<file path="src/rtl/tcs_pkg.sv">
//------------------------------------------------------------------
// Overview of operation
//------------------------------------------------------------------
// Overview of operation
// - Move first stage into empty second stage whenever first stage holds data.
// - Data request sets outside block mode, by stage move rise or write start.
// - Data request clears on read, write, record end, loss, mark, clear, tape end.
// - Lost data: read strobe with full first stage in block mode or at last word, or block-mode write strobe with empty second.
// - Empty second stage at write strobe in register mode ends writing normally.
// - Write strobe comes from write clock, or phase write request at 1600 bpi.
// - Motion start sets first-word flag; first write clock fall clears it.
// - First advance strobe with second stage not full issues one lockout pulse.
// - Four record end sequences; file mark second character is the check character.
// - Record end sets only in write motion, by advance strobe with empty second stage or mark.
// - Check counter presets 1011 or 0111, then counts shifted strobes and locks.
// - Buffered start sets block and fetch flags, captures protect; clear resets all.
// - Block flag clears on rise of end, loss, tape end, or last word with end/busy.
// - Limit load falls with fetch set, rises at first increment, then holds.
// - Need during first scan pulse sets hold; second scan arrival sets request.
// - Need sets on buffered start, block write start, block stage move; grant clears.
// - Resume leading edge sets grant; grant clears request and need.
// - Resume trailing edge clears grant, strobes word, drops memory write enable.
// - Parity and protect faults set when signalled while grant is high.
// - Timing derives from two quarter-wide phase ticks, half a cycle apart.
// - First tick divided by 2 and 32; speed jumper selects outputs.
// - Character clock halves a divider output; bit clock resampled on third tick.
// - Gap clock divides by ten, 70% duty, rising tick one, falling tick three.
// - Write clock divides by 23, 7/23 duty, rising tick one, falling tick three.
package tcs_pkg;
   localparam int CLK_KHZ = 100000;
   localparam int TICK_SLOW_KHZ = 640;
   localparam int TICK_FAST_KHZ = 960;
   localparam int TICK_SLOW_CYC = CLK_KHZ / TICK_SLOW_KHZ;
   localparam int TICK_FAST_CYC = CLK_KHZ / TICK_FAST_KHZ;
   localparam int GAP_DIV = 10;
   localparam int GAP_HIGH = 7;
   localparam int WCLK_DIV = 23;
   localparam int WCLK_HIGH = 7;
   localparam logic [3:0] CHK_PRESET_7T = 4'hB;
   localparam logic [3:0] CHK_PRESET_9T = 4'h7;
   localparam logic [3:0] CHK_LOCK = 4'hF;
   localparam logic [3:0] ADDR_CTRL = 4'h0;
   localparam logic [3:0] ADDR_STATUS = 4'h4;
   localparam logic [3:0] ADDR_CLOCKS = 4'h8;
   localparam logic [31:0] CTRL_RESET = 32'h0000_0000;
   localparam int CTRL_FAST = 0;
   localparam int CTRL_SPEED = 1;
   localparam int CTRL_PE = 2;
   localparam int CTRL_7T = 3;
   localparam int CTRL_WFM = 4;
   localparam int NSYNC = 6;
   localparam int SY_RCS = 0;
   localparam int SY_PHASE_WRITE_REQUEST = 1;
   localparam int SY_RESUME = 2;
   localparam int SY_PARITY = 3;
   localparam int SY_PROT = 4;
   localparam int SY_SCAN = 5;
endpackage : tcs_pkg

</file>
<file path="src/rtl/tcs_transfer_sequencer.sv">
// Implementation choices: register access over Avalon-MM and the register addresses.
`timescale 1ns/100ps
module tcs_transfer_sequencer
(
   input wire logic MCLK_I, // 100 MHz clock
   input wire logic ARST_N_I, // async reset, active low
   input wire logic CE_I, // clock enable, freezes all state when low
   input wire logic [3:0] AVS_ADDRESS_I, // Avalon byte address
   input wire logic AVS_READ_I, // Avalon read
   input wire logic AVS_WRITE_I, // Avalon write
   input wire logic [31:0] AVS_WRITEDATA_I, // Avalon write data
   input wire logic [3:0] AVS_BYTEENABLE_I, // Avalon byte enables
   output logic [31:0] AVS_READDATA_O, // Avalon read data
   output logic AVS_WAITREQUEST_O, // Avalon wait request
   input wire logic STAGE1_FULL_I, // first buffer stage holds data
   input wire logic STAGE2_FULL_I, // second buffer stage holds data
   input wire logic WRITE_MOTION_I, // write motion active
   input wire logic READ_MOTION_I, // read motion active
   input wire logic MOTION_START_STROBE_I, // motion start pulse
   input wire logic WRITE_MOTION_START_I, // write motion start pulse
   input wire logic BUFFERED_START_STROBE_I, // buffered transfer start pulse
   input wire logic REGISTER_READ_STROBE_I, // register channel read pulse
   input wire logic REGISTER_WRITE_STROBE_I, // register channel write pulse
   input wire logic CONTROLLER_CLEAR_I, // controller clear pulse
   input wire logic FILE_MARK_I, // file mark detected
   input wire logic END_OF_TAPE_I, // end of tape level
   input wire logic LAST_WORD_I, // last word level
   input wire logic BUSY_I, // transport busy level
   input wire logic PROTECT_I, // channel protect bit
   input wire logic ADDR_INCREMENT_PULSE_I, // address increment pulse
   input wire logic READ_CHAR_STROBE_I, // tape read character strobe pin
   input wire logic PHASE_WRITE_REQUEST_I, // phase encoding write request pin
   input wire logic RESUME_I, // storage channel resume pin
   input wire logic PARITY_FAULT_I, // computer parity fault pin
   input wire logic PROTECT_FAULT_I, // computer protect violation pin
   input wire logic SCAN_IN_I, // scanner input pin
   output logic SCAN_OUT_O, // scanner output
   output logic STAGE_MOVE_PULSE_O, // move first stage into second
   output logic DATA_REQUEST_O, // register channel data request
   output logic LOST_DATA_O, // lost data flag
   output logic WRITE_END_O, // legal end of register write pulse
   output logic WRITE_CHAR_STROBE_O, // character write strobe
   output logic ADVANCE_WRITE_STROBE_O, // early write strobe
   output logic LOCKOUT_O, // lockout pulse
   output logic FIRST_WORD_PENDING_O, // first word not yet written
   output logic RECORD_END_SEQUENCE_O, // end of record sequence flag
   output logic CYCLIC_CHECK_CHAR_O, // cyclic check character state
   output logic LONGITUDINAL_CHECK_CHAR_O, // longitudinal check character state
   output logic BLOCK_ACTIVE_O, // block transfer active
   output logic FETCH_LIMIT_WORD_O, // fetching limit word
   output logic CHANNEL_PROTECT_O, // captured protect bit
   output logic LIMIT_ADDR_LOAD_O, // limit latch load, low while armed
   output logic REQUEST_O, // storage channel request
   output logic WORD_STROBE_O, // word into or out of buffer pulse
   output logic MEMORY_WRITE_ENABLE_O, // memory write enable
   output logic GAP_TIMING_CLOCK_O, // gap clock
   output logic PHASE_CHAR_CLOCK_O, // phase encoding character clock
   output logic PHASE_BIT_CLOCK_O // phase encoding bit clock
);
   import tcs_pkg::*;
   //------------------------------------------------------------------
   // Pin synchronisers
   //------------------------------------------------------------------
   logic [NSYNC-1:0] pin_raw, sy1_r, sy2_r, sy3_r;
   assign pin_raw = {SCAN_IN_I, PROTECT_FAULT_I, PARITY_FAULT_I, RESUME_I,
                     PHASE_WRITE_REQUEST_I, READ_CHAR_STROBE_I};
   genvar gi;
   generate
      for (gi = 0; gi < NSYNC; gi++)
      begin : g_sync
         always_ff @(posedge MCLK_I or negedge ARST_N_I)
         begin
            if (!ARST_N_I)
            begin
               sy1_r[gi] <= 1'b0;
               sy2_r[gi] <= 1'b0;
               sy3_r[gi] <= 1'b0;
            end
            else if (CE_I)
            begin
               sy1_r[gi] <= pin_raw[gi];
               sy2_r[gi] <= sy1_r[gi];
               sy3_r[gi] <= sy2_r[gi];
            end
         end
      end
   endgenerate
   wire [NSYNC-1:0] pin_rise = sy2_r & ~sy3_r;
   wire [NSYNC-1:0] pin_fall = ~sy2_r & sy3_r;
   //------------------------------------------------------------------
   // Register slave
   //------------------------------------------------------------------
   logic [31:0] ctrl_r, rdata_r, status_w, clocks_w;
   logic ack_r;
   wire access = AVS_READ_I | AVS_WRITE_I;
   // A write lands only at the completing edge, where waitrequest is seen low.
   wire wr_ctrl = AVS_WRITE_I & ack_r & (AVS_ADDRESS_I == ADDR_CTRL);
   wire [31:0] be_mask = {{8{AVS_BYTEENABLE_I[3]}}, {8{AVS_BYTEENABLE_I[2]}},
                          {8{AVS_BYTEENABLE_I[1]}}, {8{AVS_BYTEENABLE_I[0]}}};
   wire [31:0] rd_mux = (AVS_ADDRESS_I == ADDR_CTRL) ? ctrl_r :
                        (AVS_ADDRESS_I == ADDR_STATUS) ? status_w :
                        (AVS_ADDRESS_I == ADDR_CLOCKS) ? clocks_w : 32'h0000_0000;
   assign AVS_WAITREQUEST_O = access & ~ack_r;
   assign AVS_READDATA_O = rdata_r;
   wire fast = ctrl_r[CTRL_FAST];
   wire speed_hi = ctrl_r[CTRL_SPEED];
   wire pe_mode = ctrl_r[CTRL_PE];
   wire seven_track = ctrl_r[CTRL_7T];
   wire write_mark = ctrl_r[CTRL_WFM];
   always_ff @(posedge MCLK_I or negedge ARST_N_I)
   begin
      if (!ARST_N_I)
      begin
         ctrl_r <= CTRL_RESET;
         ack_r <= 1'b0;
         rdata_r <= 32'h0000_0000;
      end
      else if (CE_I)
      begin
         ack_r <= access & ~ack_r;
         if (AVS_READ_I & ~ack_r)
            rdata_r <= rd_mux;
         if (wr_ctrl)
            ctrl_r <= ((ctrl_r & ~be_mask) | (AVS_WRITEDATA_I & be_mask)) & 32'h0000_001F;
      end
   end
   //------------------------------------------------------------------
   // Basic timing: phase ticks and dividers
   //------------------------------------------------------------------
   // Each tick is a level a quarter period wide; logic acts on its rising edge.
   logic [7:0] ph_cnt_r;
   logic [4:0] div_r, tap_prev_r, wclk_cnt_r;
   logic [3:0] gap_cnt_r;
   logic gap_r, wclk_r, wclk_prev_r, char_clk_r, bit_clk_r;
   wire [7:0] ph_len = fast ? 8'(TICK_FAST_CYC) : 8'(TICK_SLOW_CYC);
   wire [7:0] ph_last = ph_len - 8'h01;
   wire t1_edge = (ph_cnt_r == 8'h00);
   wire t3_edge = (ph_cnt_r == {1'b0, ph_len[7:1]});
   wire t1_lvl = (ph_cnt_r < {2'b00, ph_len[7:2]});
   // Divider chain on tick one; jumper moves all taps one stage.
   wire [4:0] div_nxt = div_r + 5'h01;
   wire [3:0] taps = speed_hi ? {div_r[3], div_r[1], div_r[0], t1_lvl}
                              : {div_r[4], div_r[2], div_r[1], div_r[0]};
   wire [3:0] tap_rise = taps & ~tap_prev_r[3:0];
   wire fast_tap_ev = speed_hi ? t1_edge : (t1_edge & tap_rise[0]);
   wire char_tap_ev = t1_edge & tap_rise[2];
   wire wclk_fall = wclk_prev_r & ~wclk_r;
   wire wclk_rise = ~wclk_prev_r & wclk_r;
   always_ff @(posedge MCLK_I or negedge ARST_N_I)
   begin
      if (!ARST_N_I)
      begin
         ph_cnt_r <= 8'h00;
         div_r <= 5'h00;
         tap_prev_r <= 5'h00;
         gap_cnt_r <= 4'h0;
         wclk_cnt_r <= 5'h00;
         gap_r <= 1'b0;
         wclk_r <= 1'b0;
         wclk_prev_r <= 1'b0;
         char_clk_r <= 1'b0;
         bit_clk_r <= 1'b0;
      end
      else if (CE_I)
      begin
         ph_cnt_r <= (ph_cnt_r >= ph_last) ? 8'h00 : ph_cnt_r + 8'h01;
         wclk_prev_r <= wclk_r;
         if (t1_edge)
         begin
            div_r <= div_nxt;
            tap_prev_r <= {1'b0, taps};
         end
         if (t3_edge)
            bit_clk_r <= taps[1];
         if (char_tap_ev)
         begin
            char_clk_r <= ~char_clk_r;
            gap_cnt_r <= (gap_cnt_r == 4'(GAP_DIV - 1)) ? 4'h0 : gap_cnt_r + 4'h1;
            if (gap_cnt_r == 4'(GAP_DIV - 1))
               gap_r <= 1'b1;
         end
         else if (t3_edge && gap_cnt_r == 4'(GAP_HIGH))
            gap_r <= 1'b0;
         if (fast_tap_ev)
         begin
            wclk_cnt_r <= (wclk_cnt_r == 5'(WCLK_DIV - 1)) ? 5'h00 : wclk_cnt_r + 5'h01;
            if (wclk_cnt_r == 5'(WCLK_DIV - 1))
               wclk_r <= 1'b1;
         end
         else if (t3_edge && wclk_cnt_r == 5'(WCLK_HIGH))
            wclk_r <= 1'b0;
      end
   end
   assign GAP_TIMING_CLOCK_O = gap_r;
   assign PHASE_CHAR_CLOCK_O = char_clk_r;
   assign PHASE_BIT_CLOCK_O = bit_clk_r;
   //------------------------------------------------------------------
   // Write strobes, first word and lockout
   //------------------------------------------------------------------
   logic shifted_r, first_r, first_adv_done_r, lockout_r;
   // Outside phase encoding, the early strobe leads the character strobe by the write clock high time.
   wire adv_strobe = WRITE_MOTION_I & wclk_rise;
   wire write_char_strobe = WRITE_MOTION_I & (pe_mode ? pin_rise[SY_PHASE_WRITE_REQUEST] : wclk_fall);
   always_ff @(posedge MCLK_I or negedge ARST_N_I)
   begin
      if (!ARST_N_I)
      begin
         shifted_r <= 1'b0;
         first_r <= 1'b0;
         first_adv_done_r <= 1'b0;
         lockout_r <= 1'b0;
      end
      else if (CE_I)
      begin
         shifted_r <= write_char_strobe;
         if (MOTION_START_STROBE_I)
            first_r <= 1'b1;
         else if (wclk_fall)
            first_r <= 1'b0;
         first_adv_done_r <= ~MOTION_START_STROBE_I & (first_adv_done_r | adv_strobe);
         lockout_r <= adv_strobe & ~first_adv_done_r & ~STAGE2_FULL_I;
      end
   end
   assign WRITE_CHAR_STROBE_O = write_char_strobe;
   assign ADVANCE_WRITE_STROBE_O = adv_strobe;
   assign LOCKOUT_O = lockout_r;
   assign FIRST_WORD_PENDING_O = first_r;
   //------------------------------------------------------------------
   // Record end and check character counter
   //------------------------------------------------------------------
   logic eor_r;
   logic [3:0] chk_r;
   wire eor_set = adv_strobe & (~STAGE2_FULL_I | (first_r & write_mark));
   always_ff @(posedge MCLK_I or negedge ARST_N_I)
   begin
      if (!ARST_N_I)
      begin
         eor_r <= 1'b0;
         chk_r <= CHK_PRESET_9T;
      end
      else if (CE_I)
      begin
         if (eor_set)
            eor_r <= 1'b1;
         else if (!WRITE_MOTION_I || CONTROLLER_CLEAR_I)
            eor_r <= 1'b0;
         if (!eor_r)
            chk_r <= seven_track ? CHK_PRESET_7T : CHK_PRESET_9T;
         else if (shifted_r && chk_r != CHK_LOCK)
            chk_r <= chk_r + 4'h1;
      end
   end
   assign RECORD_END_SEQUENCE_O = eor_r;
   assign CYCLIC_CHECK_CHAR_O = eor_r & ~chk_r[0] & chk_r[1] & ~chk_r[2];
   assign LONGITUDINAL_CHECK_CHAR_O = eor_r & ~chk_r[0] & chk_r[1] & chk_r[2];
   //------------------------------------------------------------------
   // Stage move, data request and lost data
   //------------------------------------------------------------------
   logic move_r, req_data_r, lost_r, wend_r, block_r, stop_prev_r;
   wire move_rise = move_r;
   wire lost_set = (pin_rise[SY_RCS] & STAGE1_FULL_I & (block_r | LAST_WORD_I))
                 | (block_r & write_char_strobe & ~STAGE2_FULL_I);
   wire data_clr = REGISTER_READ_STROBE_I | REGISTER_WRITE_STROBE_I | eor_r | lost_r
                 | FILE_MARK_I | CONTROLLER_CLEAR_I | END_OF_TAPE_I;
   wire data_set = ~block_r & (move_rise | WRITE_MOTION_START_I);
   always_ff @(posedge MCLK_I or negedge ARST_N_I)
   begin
      if (!ARST_N_I)
      begin
         move_r <= 1'b0;
         req_data_r <= 1'b0;
         lost_r <= 1'b0;
         wend_r <= 1'b0;
      end
      else if (CE_I)
      begin
         move_r <= t1_edge & STAGE1_FULL_I & ~STAGE2_FULL_I & ~move_r;
         if (data_set)
            req_data_r <= 1'b1;
         else if (data_clr)
            req_data_r <= 1'b0;
         if (lost_set)
            lost_r <= 1'b1;
         else if (CONTROLLER_CLEAR_I)
            lost_r <= 1'b0;
         wend_r <= ~block_r & write_char_strobe & ~STAGE2_FULL_I;
      end
   end
   assign STAGE_MOVE_PULSE_O = move_r;
   assign DATA_REQUEST_O = req_data_r;
   assign LOST_DATA_O = lost_r;
   assign WRITE_END_O = wend_r;
   //------------------------------------------------------------------
   // Buffered transfer control
   //------------------------------------------------------------------
   logic fetch_r, prot_r, lim_r;
   wire stop_now = eor_r | lost_r | END_OF_TAPE_I | (LAST_WORD_I & (END_OF_TAPE_I | BUSY_I));
   always_ff @(posedge MCLK_I or negedge ARST_N_I)
   begin
      if (!ARST_N_I)
      begin
         block_r <= 1'b0;
         fetch_r <= 1'b0;
         prot_r <= 1'b0;
         lim_r <= 1'b1;
         stop_prev_r <= 1'b0;
      end
      else if (CE_I)
      begin
         stop_prev_r <= stop_now;
         if (BUFFERED_START_STROBE_I)
         begin
            block_r <= 1'b1;
            fetch_r <= 1'b1;
            prot_r <= PROTECT_I;
         end
         else if (CONTROLLER_CLEAR_I)
         begin
            block_r <= 1'b0;
            fetch_r <= 1'b0;
            prot_r <= 1'b0;
         end
         else if (stop_now & ~stop_prev_r)
            block_r <= 1'b0;
         if (BUFFERED_START_STROBE_I)
            lim_r <= 1'b0;
         else if (ADDR_INCREMENT_PULSE_I)
            lim_r <= 1'b1;
      end
   end
   assign BLOCK_ACTIVE_O = block_r;
   assign FETCH_LIMIT_WORD_O = fetch_r;
   assign CHANNEL_PROTECT_O = prot_r;
   assign LIMIT_ADDR_LOAD_O = lim_r;
   //------------------------------------------------------------------
   // Scanner and request / resume
   //------------------------------------------------------------------
   logic need_r, hold_r, chreq_r, grant_r, wren_r, wstb_r, par_r, pfault_r, scan_out_r;
   wire scan_rise = pin_rise[SY_SCAN];
   wire need_set = BUFFERED_START_STROBE_I | (WRITE_MOTION_START_I & block_r)
                 | (move_rise & block_r & ~lost_r);
   always_ff @(posedge MCLK_I or negedge ARST_N_I)
   begin
      if (!ARST_N_I)
      begin
         need_r <= 1'b0;
         hold_r <= 1'b0;
         chreq_r <= 1'b0;
         grant_r <= 1'b0;
         wren_r <= 1'b0;
         wstb_r <= 1'b0;
         par_r <= 1'b0;
         pfault_r <= 1'b0;
         scan_out_r <= 1'b0;
      end
      else if (CE_I)
      begin
         if (need_set)
            need_r <= 1'b1;
         else if (CONTROLLER_CLEAR_I || grant_r)
            need_r <= 1'b0;
         if (scan_rise && need_r && !hold_r && !chreq_r)
            hold_r <= 1'b1;
         else if (scan_rise && hold_r)
            hold_r <= 1'b0;
         if (scan_rise && hold_r)
            chreq_r <= 1'b1;
         else if (grant_r || CONTROLLER_CLEAR_I)
            chreq_r <= 1'b0;
         if (pin_rise[SY_RESUME])
            grant_r <= 1'b1;
         else if (pin_fall[SY_RESUME])
            grant_r <= 1'b0;
         wstb_r <= pin_fall[SY_RESUME] & grant_r;
         if (scan_rise && hold_r && READ_MOTION_I && !sy2_r[SY_RESUME])
            wren_r <= 1'b1;
         else if (pin_fall[SY_RESUME] || CONTROLLER_CLEAR_I)
            wren_r <= 1'b0;
         if (sy2_r[SY_PARITY] && grant_r)
            par_r <= 1'b1;
         else if (CONTROLLER_CLEAR_I)
            par_r <= 1'b0;
         if (sy2_r[SY_PROT] && grant_r)
            pfault_r <= 1'b1;
         else if (CONTROLLER_CLEAR_I)
            pfault_r <= 1'b0;
         // Hold blocks the scan from passing on, so the loop closes back here.
         scan_out_r <= sy2_r[SY_SCAN] & ~hold_r;
      end
   end
   assign SCAN_OUT_O = scan_out_r;
   assign REQUEST_O = chreq_r;
   assign WORD_STROBE_O = wstb_r;
   assign MEMORY_WRITE_ENABLE_O = wren_r;
   assign status_w = {16'h0000, chk_r, pfault_r, par_r, grant_r, chreq_r,
                      need_r, prot_r, fetch_r, block_r, eor_r, first_r, lost_r,
                      req_data_r};
   assign clocks_w = {26'h0000000, wclk_r, gap_r, bit_clk_r, char_clk_r, t1_lvl, hold_r};
endmodule : tcs_transfer_sequencer

</file>
<file path="config.mk">
export PLATFORM = sky130hd
export DESIGN_NAME = tcs_transfer_sequencer
export DESIGN_NICKNAME = d
export VERILOG_FILES = /design/src/rtl/tcs_pkg.sv /design/src/rtl/tcs_transfer_sequencer.sv
export SDC_FILE = /design/constraint.sdc
export NUM_CORES = 1
export LEC_CHECK = 0
export ABC_AREA = 1
export BUFFER_PORTS_ARGS = -buffer_cell sky130_fd_sc_hd__buf_2
export CAP_MARGIN = 25
export CELL_PAD_IN_SITES_DETAIL_PLACEMENT = 0
export CELL_PAD_IN_SITES_GLOBAL_PLACEMENT = 1
export CORE_MARGIN = 1.5
export CORE_UTILIZATION = 30
export DETAILED_ROUTE_END_ITERATION = 6
export PLACE_DENSITY = 0.68
export RECOVER_POWER = 100
export SLEW_MARGIN = 5
export SYNTH_ARGS = -nofsm -noshare
export SYNTH_HDL_FRONTEND = slang
export SYNTH_SLANG_ARGS = --single-unit
export TNS_END_PERCENT = 1
</file>
<file path="constraint.sdc">
create_clock -name MCLK_I -period 2.05 [get_ports MCLK_I]
set_input_delay 0.1025 -clock MCLK_I [delete_from_list [all_inputs] [get_ports MCLK_I]]
set_output_delay 0.1025 -clock MCLK_I [all_outputs]
set_load 0.01 [all_outputs]
</file>
# --- Word level (Yosys, flattened, before mapping) ---
# Cells that the tools add are included.
totals:
  mem_bits_rw: 0
  mem_count: 0
  register_bits: 113
  latch_bits: 0
  romBits: 0
op_classes:
  n_addsub: 6
  div_mod_pow: 0
  eq_ne: 11
  n_reduce_logical: 59
  shift: 0
  mul: 0
  muxes: 45
  n_bitwise: 78
  magnitude_cmp: 2
ops:
  columns: ["operator", "count"]
  rows:
  - ["AND reduction 2 bit", 21]
  - ["AND 1 bit", 36]
  - ["2-to-1 mux 1 bit", 34]
  - ["2-to-1 mux 16 bit", 2]
  - ["nonzero test 2 bit", 15]
  - ["bitwise OR 1 bit", 18]
  - ["2-to-1 mux 4 bit", 4]
  - ["2-to-1 mux 8 bit", 2]
  - ["inverter 1 bit", 14]
  - ["logical AND 1 bit", 11]
  - ["adder 5 x 1 -> 5 bit, second input constant", 2]
  - ["AND 5 bit", 2]
  - ["adder 4 x 1 -> 4 bit, second input constant", 2]
  - ["adder 8 x 1 -> 8 bit, second input constant", 1]
  - ["equality test 4 x 3 -> 1 bit, second input constant", 2]
  - ["equality test 4 bit, second input constant", 2]
  - ["equality test 8 x 7 -> 1 bit", 1]
  - [">= comparator 8 bit", 1]
  - ["zero test 8 bit", 1]
  - ["< comparator 8 x 6 -> 1 bit", 1]
  - ["subtractor 8 x 1 -> 8 bit, second input constant", 1]
  - ["AND 3 bit", 2]
  - ["AND 6 bit", 1]
  - ["2-to-1 mux 6 bit", 1]
  - ["15 further kinds", 24]

# --- Longest topological paths before layout ---
depth:
  word_depth: 9
  depth_mapped: 11

# --- Worst setup path after synthesis ---
# No wires, ideal clock.
synth_timing:
  kind: "flip-flop to flip-flop"
  startpoint: "register with a tool-made name"
  endpoint: "register ph_cnt_r[2]"
  path_slack_ns: 0.396
  t_arrival_ns: 1.527
  path_stages_with_launch: 8
  required_ns: 1.923
  period_less_slack_ns: 1.654
  cell_sequence: "dfrtp_1 -> inv_1 -> ha_1 -> inv_1 -> nor3_1 -> a21oi_1 -> nor2_1 -> nor2_1"
synth_rtl:
  columns: ["item", "line_no", "rtl"]
  rows:
  - ["end signal: assignment", "tcs_transfer_sequencer.sv:166", "ph_cnt_r <= (ph_cnt_r >= ph_last) ? 8'h00 : ph_cnt_r + 8'h01;"]
  - ["end: declaration", "tcs_transfer_sequencer.sv:131", "logic [7:0] ph_cnt_r;"]

# --- Final worst setup path ---
layout_timing:
  startpoint: "register ph_cnt_r[0]"
  endpoint: "register tap_prev_r[0]"
layout_between:
  elab_chain_cells: 2
  elab_cells_between_ends: 4
  classes_between: "order compare (1); mux (1); reduce/logical (2)"
layout_lines:
  columns: ["item", "line_no", "rtl"]
  rows:
  - ["< comparator 8 x 6 -> 1 bit or zero test 8 bit (tied branches)", "tcs_transfer_sequencer.sv:139, tcs_transfer_sequencer.sv:137", null]
  - ["2-to-1 mux 3 bit or AND reduction 2 bit (tied branches)", null, null]
  - ["end signal: assignment", "tcs_transfer_sequencer.sv:171", "tap_prev_r <= {1'b0, taps};"]
  - ["end: declaration", "tcs_transfer_sequencer.sv:132", "logic [4:0] div_r, tap_prev_r, wclk_cnt_r;"]
# Parallel ways exist; a longest one is shown, timed or not.
# A chain may end at the register's enable or synchronous reset.

==> metrics.md <==
| Metric | Value |
|---|---|
| Status | `finished, final reports clean` |
| # H-tree levels | `3` |
| EDFF count, synth | `0` |
| Pin count of the biggest net entering global routing | `47` |
| Core area | `15300 um2` |
| Area contributors post-synth | `dfrtp_1 (47%), nand2_1 (12%), o21ai_0 (6.2%)` |
| Die area | `16400 um2` |
| Slew Viols, Final | `0` |
| Hold Fails Final Rpt | `0` |
| Root buf cell | `clkbuf_16` |
| CTS max path bufs | `2` |
| Final period utilization | `88.0%` |
| Worst Hold Path Cells | `3` |
| Mean post-synth cell area | `8.25 um2` |
| Required @ worst endpoint | `2.34 ns` |
| Hold Buf Count CTS | `13` |
| Layout overhead on the synthesized area | `19.9%` |
| Initial antenna violation count | `0` |
| R2r setup slk | `0.25 ns` |
| Die Y | `128 um` |
| Worst setup EP type | `flip-flop` |
| Most frequent cells in the layout | `nand2_1 (156), dfrtp_1 (88), inv_1 (65)` |
| CP Class | `reg -> reg` |
| HP Class | `in -> reg` |
| DRT Pass-1 Iters | `4` |
| TritonCTS Buffers | `9` |
| Post-synth top area cell | `dfrtp_1` |
| Nets | `749` |
| Row Count | `45` |
| Worst Max-Slew Pin Slew | `0.892 ns` |
| 1st-iter DRT viols | `209` |
| Pleak | `2.81 nW` |
| I/O pins | `122` |
| Mapped Area | `4700 um2` |
| # clock sinks | `92` |
| Initial Utilization | `30.8%` |
| Die Wd | `128 um` |
| Startpoint types | `flip-flop` |
| N_diodes | `0` |
| Max_slew headroom | `40.6%` |
| FF-to-FF path depth | `8` |
| Non-filler instance count after layout | `880` |
| Hpwl dp | `8.78 mm` |
| # resized after CTS | `0` |
| Post-route ant nets | `0` |
| DRC viols | `0` |
| Commonest non-fill, non-tap cell in the layout | `nand2_1` |
| Total GRT Usage | `15.4%` |
| Total power | `5.47 mW` |
| Routed wire per std cell | `13.4 um` |
| Layout cells sized above 1 | `11.1%` |
| Top_reg_cell synth | `dfrtp_1` |
| Worst vdd ir | `422 uV` |
| Placed instance area | `5300 um2` |
| First-pass GRT wire length | `19.6 mm` |
| GRT overflow | `0` |
| Post-CTS setup buffer count | `0` |
| #FFs+latches synth | `92` |
| Cells after Synth | `569` |
| Setup tns final | `0 ns` |
| Max-Cap Viols | `0` |
| Final worst path period need | `1.80 ns` |
| TritonCTS clock tree | `yes` |
| Final core utilization | `36.9%` |
| Critical Path Fanout Max | `8` |
| Synth cell types | `42` |
| Async SR Flop Fraction | `100%` |
| Data arrival, critical path | `2.10 ns` |
| Clock Skew | `0.00856 ns` |
| Vias post-DR | `3927` |
| IO buf count | `75` |
| Placer Congestion | `0.811` |
| Vias in the first global route | `3777` |
| Endpoints failing setup | `0` |
| Final Cell Area | `5630 um2` |
| Drt total wl | `11.8 mm` |
| RSZ-0062 raised after global routing | `no` |
| Clk_lat worst skew | `0.35 ns` |
| Via-to-Cell Ratio | `4.46` |
| Worst-path clk slew | `0.07 ns` |
| Cell Pwr Density | `972 nW/um2` |
| Sequential area share after synthesis | `49.1%` |
| Placed Cells | `851` |
| Share of the synthesized area in the top cell type | `46.9%` |
| FMAX | `554 MHz` |
| Synth Warn # | `0` |
## cells by family (layout without fill, tap and decap cells)
group | after synthesis | count (layout) | share of synthesized area [%]
simple gates | 254 | 254 | 23.3
other cells | 1 | 16 | 0.0799
buf+inv | 96 | 181 | 9.38
compound gates | 96 | 96 | 11.0
flops | 92 | 92 | 49.1
xor+xnor | 12 | 12 | 2.24
fa+ha+maj | 18 | 18 | 4.80
## layout make-up
class | instances | area [um2]
well taps | 211 | 264
clock inverters | 6 | 71.3
multi-input cells | 396 | 2000
inverters | 70 | 265
fillers | 1616 | 9630
repair buffers | 95 | 497
clock buffers | 10 | 229
flip-flops and latches | 92 | 2310
## per-stage QoR
stage                     hold WS (ns)  worst slack, ns
after floorplan                 -0.193            0.396
after global placement          0.0868            0.257
after detailed placement        0.0868            0.241
after CTS                       0.0149            0.235
after global routing            0.0170           0.0690
final                           0.0204            0.245
## report_power, final
| group | switching (mW) | internal (mW) | leakage [nW] |
|---|---|---|---|
| clock | 0.753 | 0.959 | 0.140 |
| combinational | 0.812 | 0.497 | 1.51 |
| sequential | 0.309 | 2.14 | 1.16 |
## cell usage after synthesis (2+ instances only)
cell type / n
inv_2: 5
buf_4: 17
nand4_1: 7
clkbuf_1: 2
dfstp_2: 4
a21oi_1: 16
o21ai_1: 7
clkinv_2: 2
o21ai_0: 58
nand2_2: 4
nor3_1: 5
nand2_1: 155
o21bai_1: 2
inv_1: 63
ha_1: 18
nor2_1: 41
nor3_4: 2
buf_2: 5
dfrtp_1: 88
xor2_1: 11
nor3b_1: 2
nor2_4: 2
nand3_1: 31
o22ai_1: 4
## path summary, 6_finish.rpt
path | to | from
max | tap_prev_r[0] | ph_cnt_r[0]
min | flip-flop | AVS_WRITEDATA_I[2]
max reg2reg | tap_prev_r[0] | ph_cnt_r[0]
min reg2reg | LOCKOUT_O | first_adv_done_r
max in group asynchronous | WORD_STROBE_O | ARST_N_I
min in group asynchronous | AVS_READDATA_O[13] | ARST_N_I
## metal layers
layer,part of all wire (%),GRT usage (%),up-vias
li1,-,-,1981
met1,48,22.0,1849
met2,45,23.2,90
met3,5.6,3.84,7
met4,0.98,4.10,0
met5,0,0,-
## worst max-delay path, stage by stage (launching register included)
cell and delay, ns:
dfrtp_1 0.41, inv_1 0.14, ha_1 0.16, nand3_1 0.12, nor3_4 0.29, nand2_1 0.28
a21oi_1 0.22, nand2_1 0.07, nand2_1 0.06
## registers in the layout, indices dropped and copies added, names as in the netlist, 2 cells and up, named ones only
name / flops
sy2_r: 6
wclk_cnt_r: 5
sy1_r: 6
ph_cnt_r: 8
chk_r: 4
gap_cnt_r: 4
div_r: 3
sy3_r: 4
tap_prev_r: 2
AVS_READDATA_O: 16
Note: power is estimated with default switching activity, not from simulation.
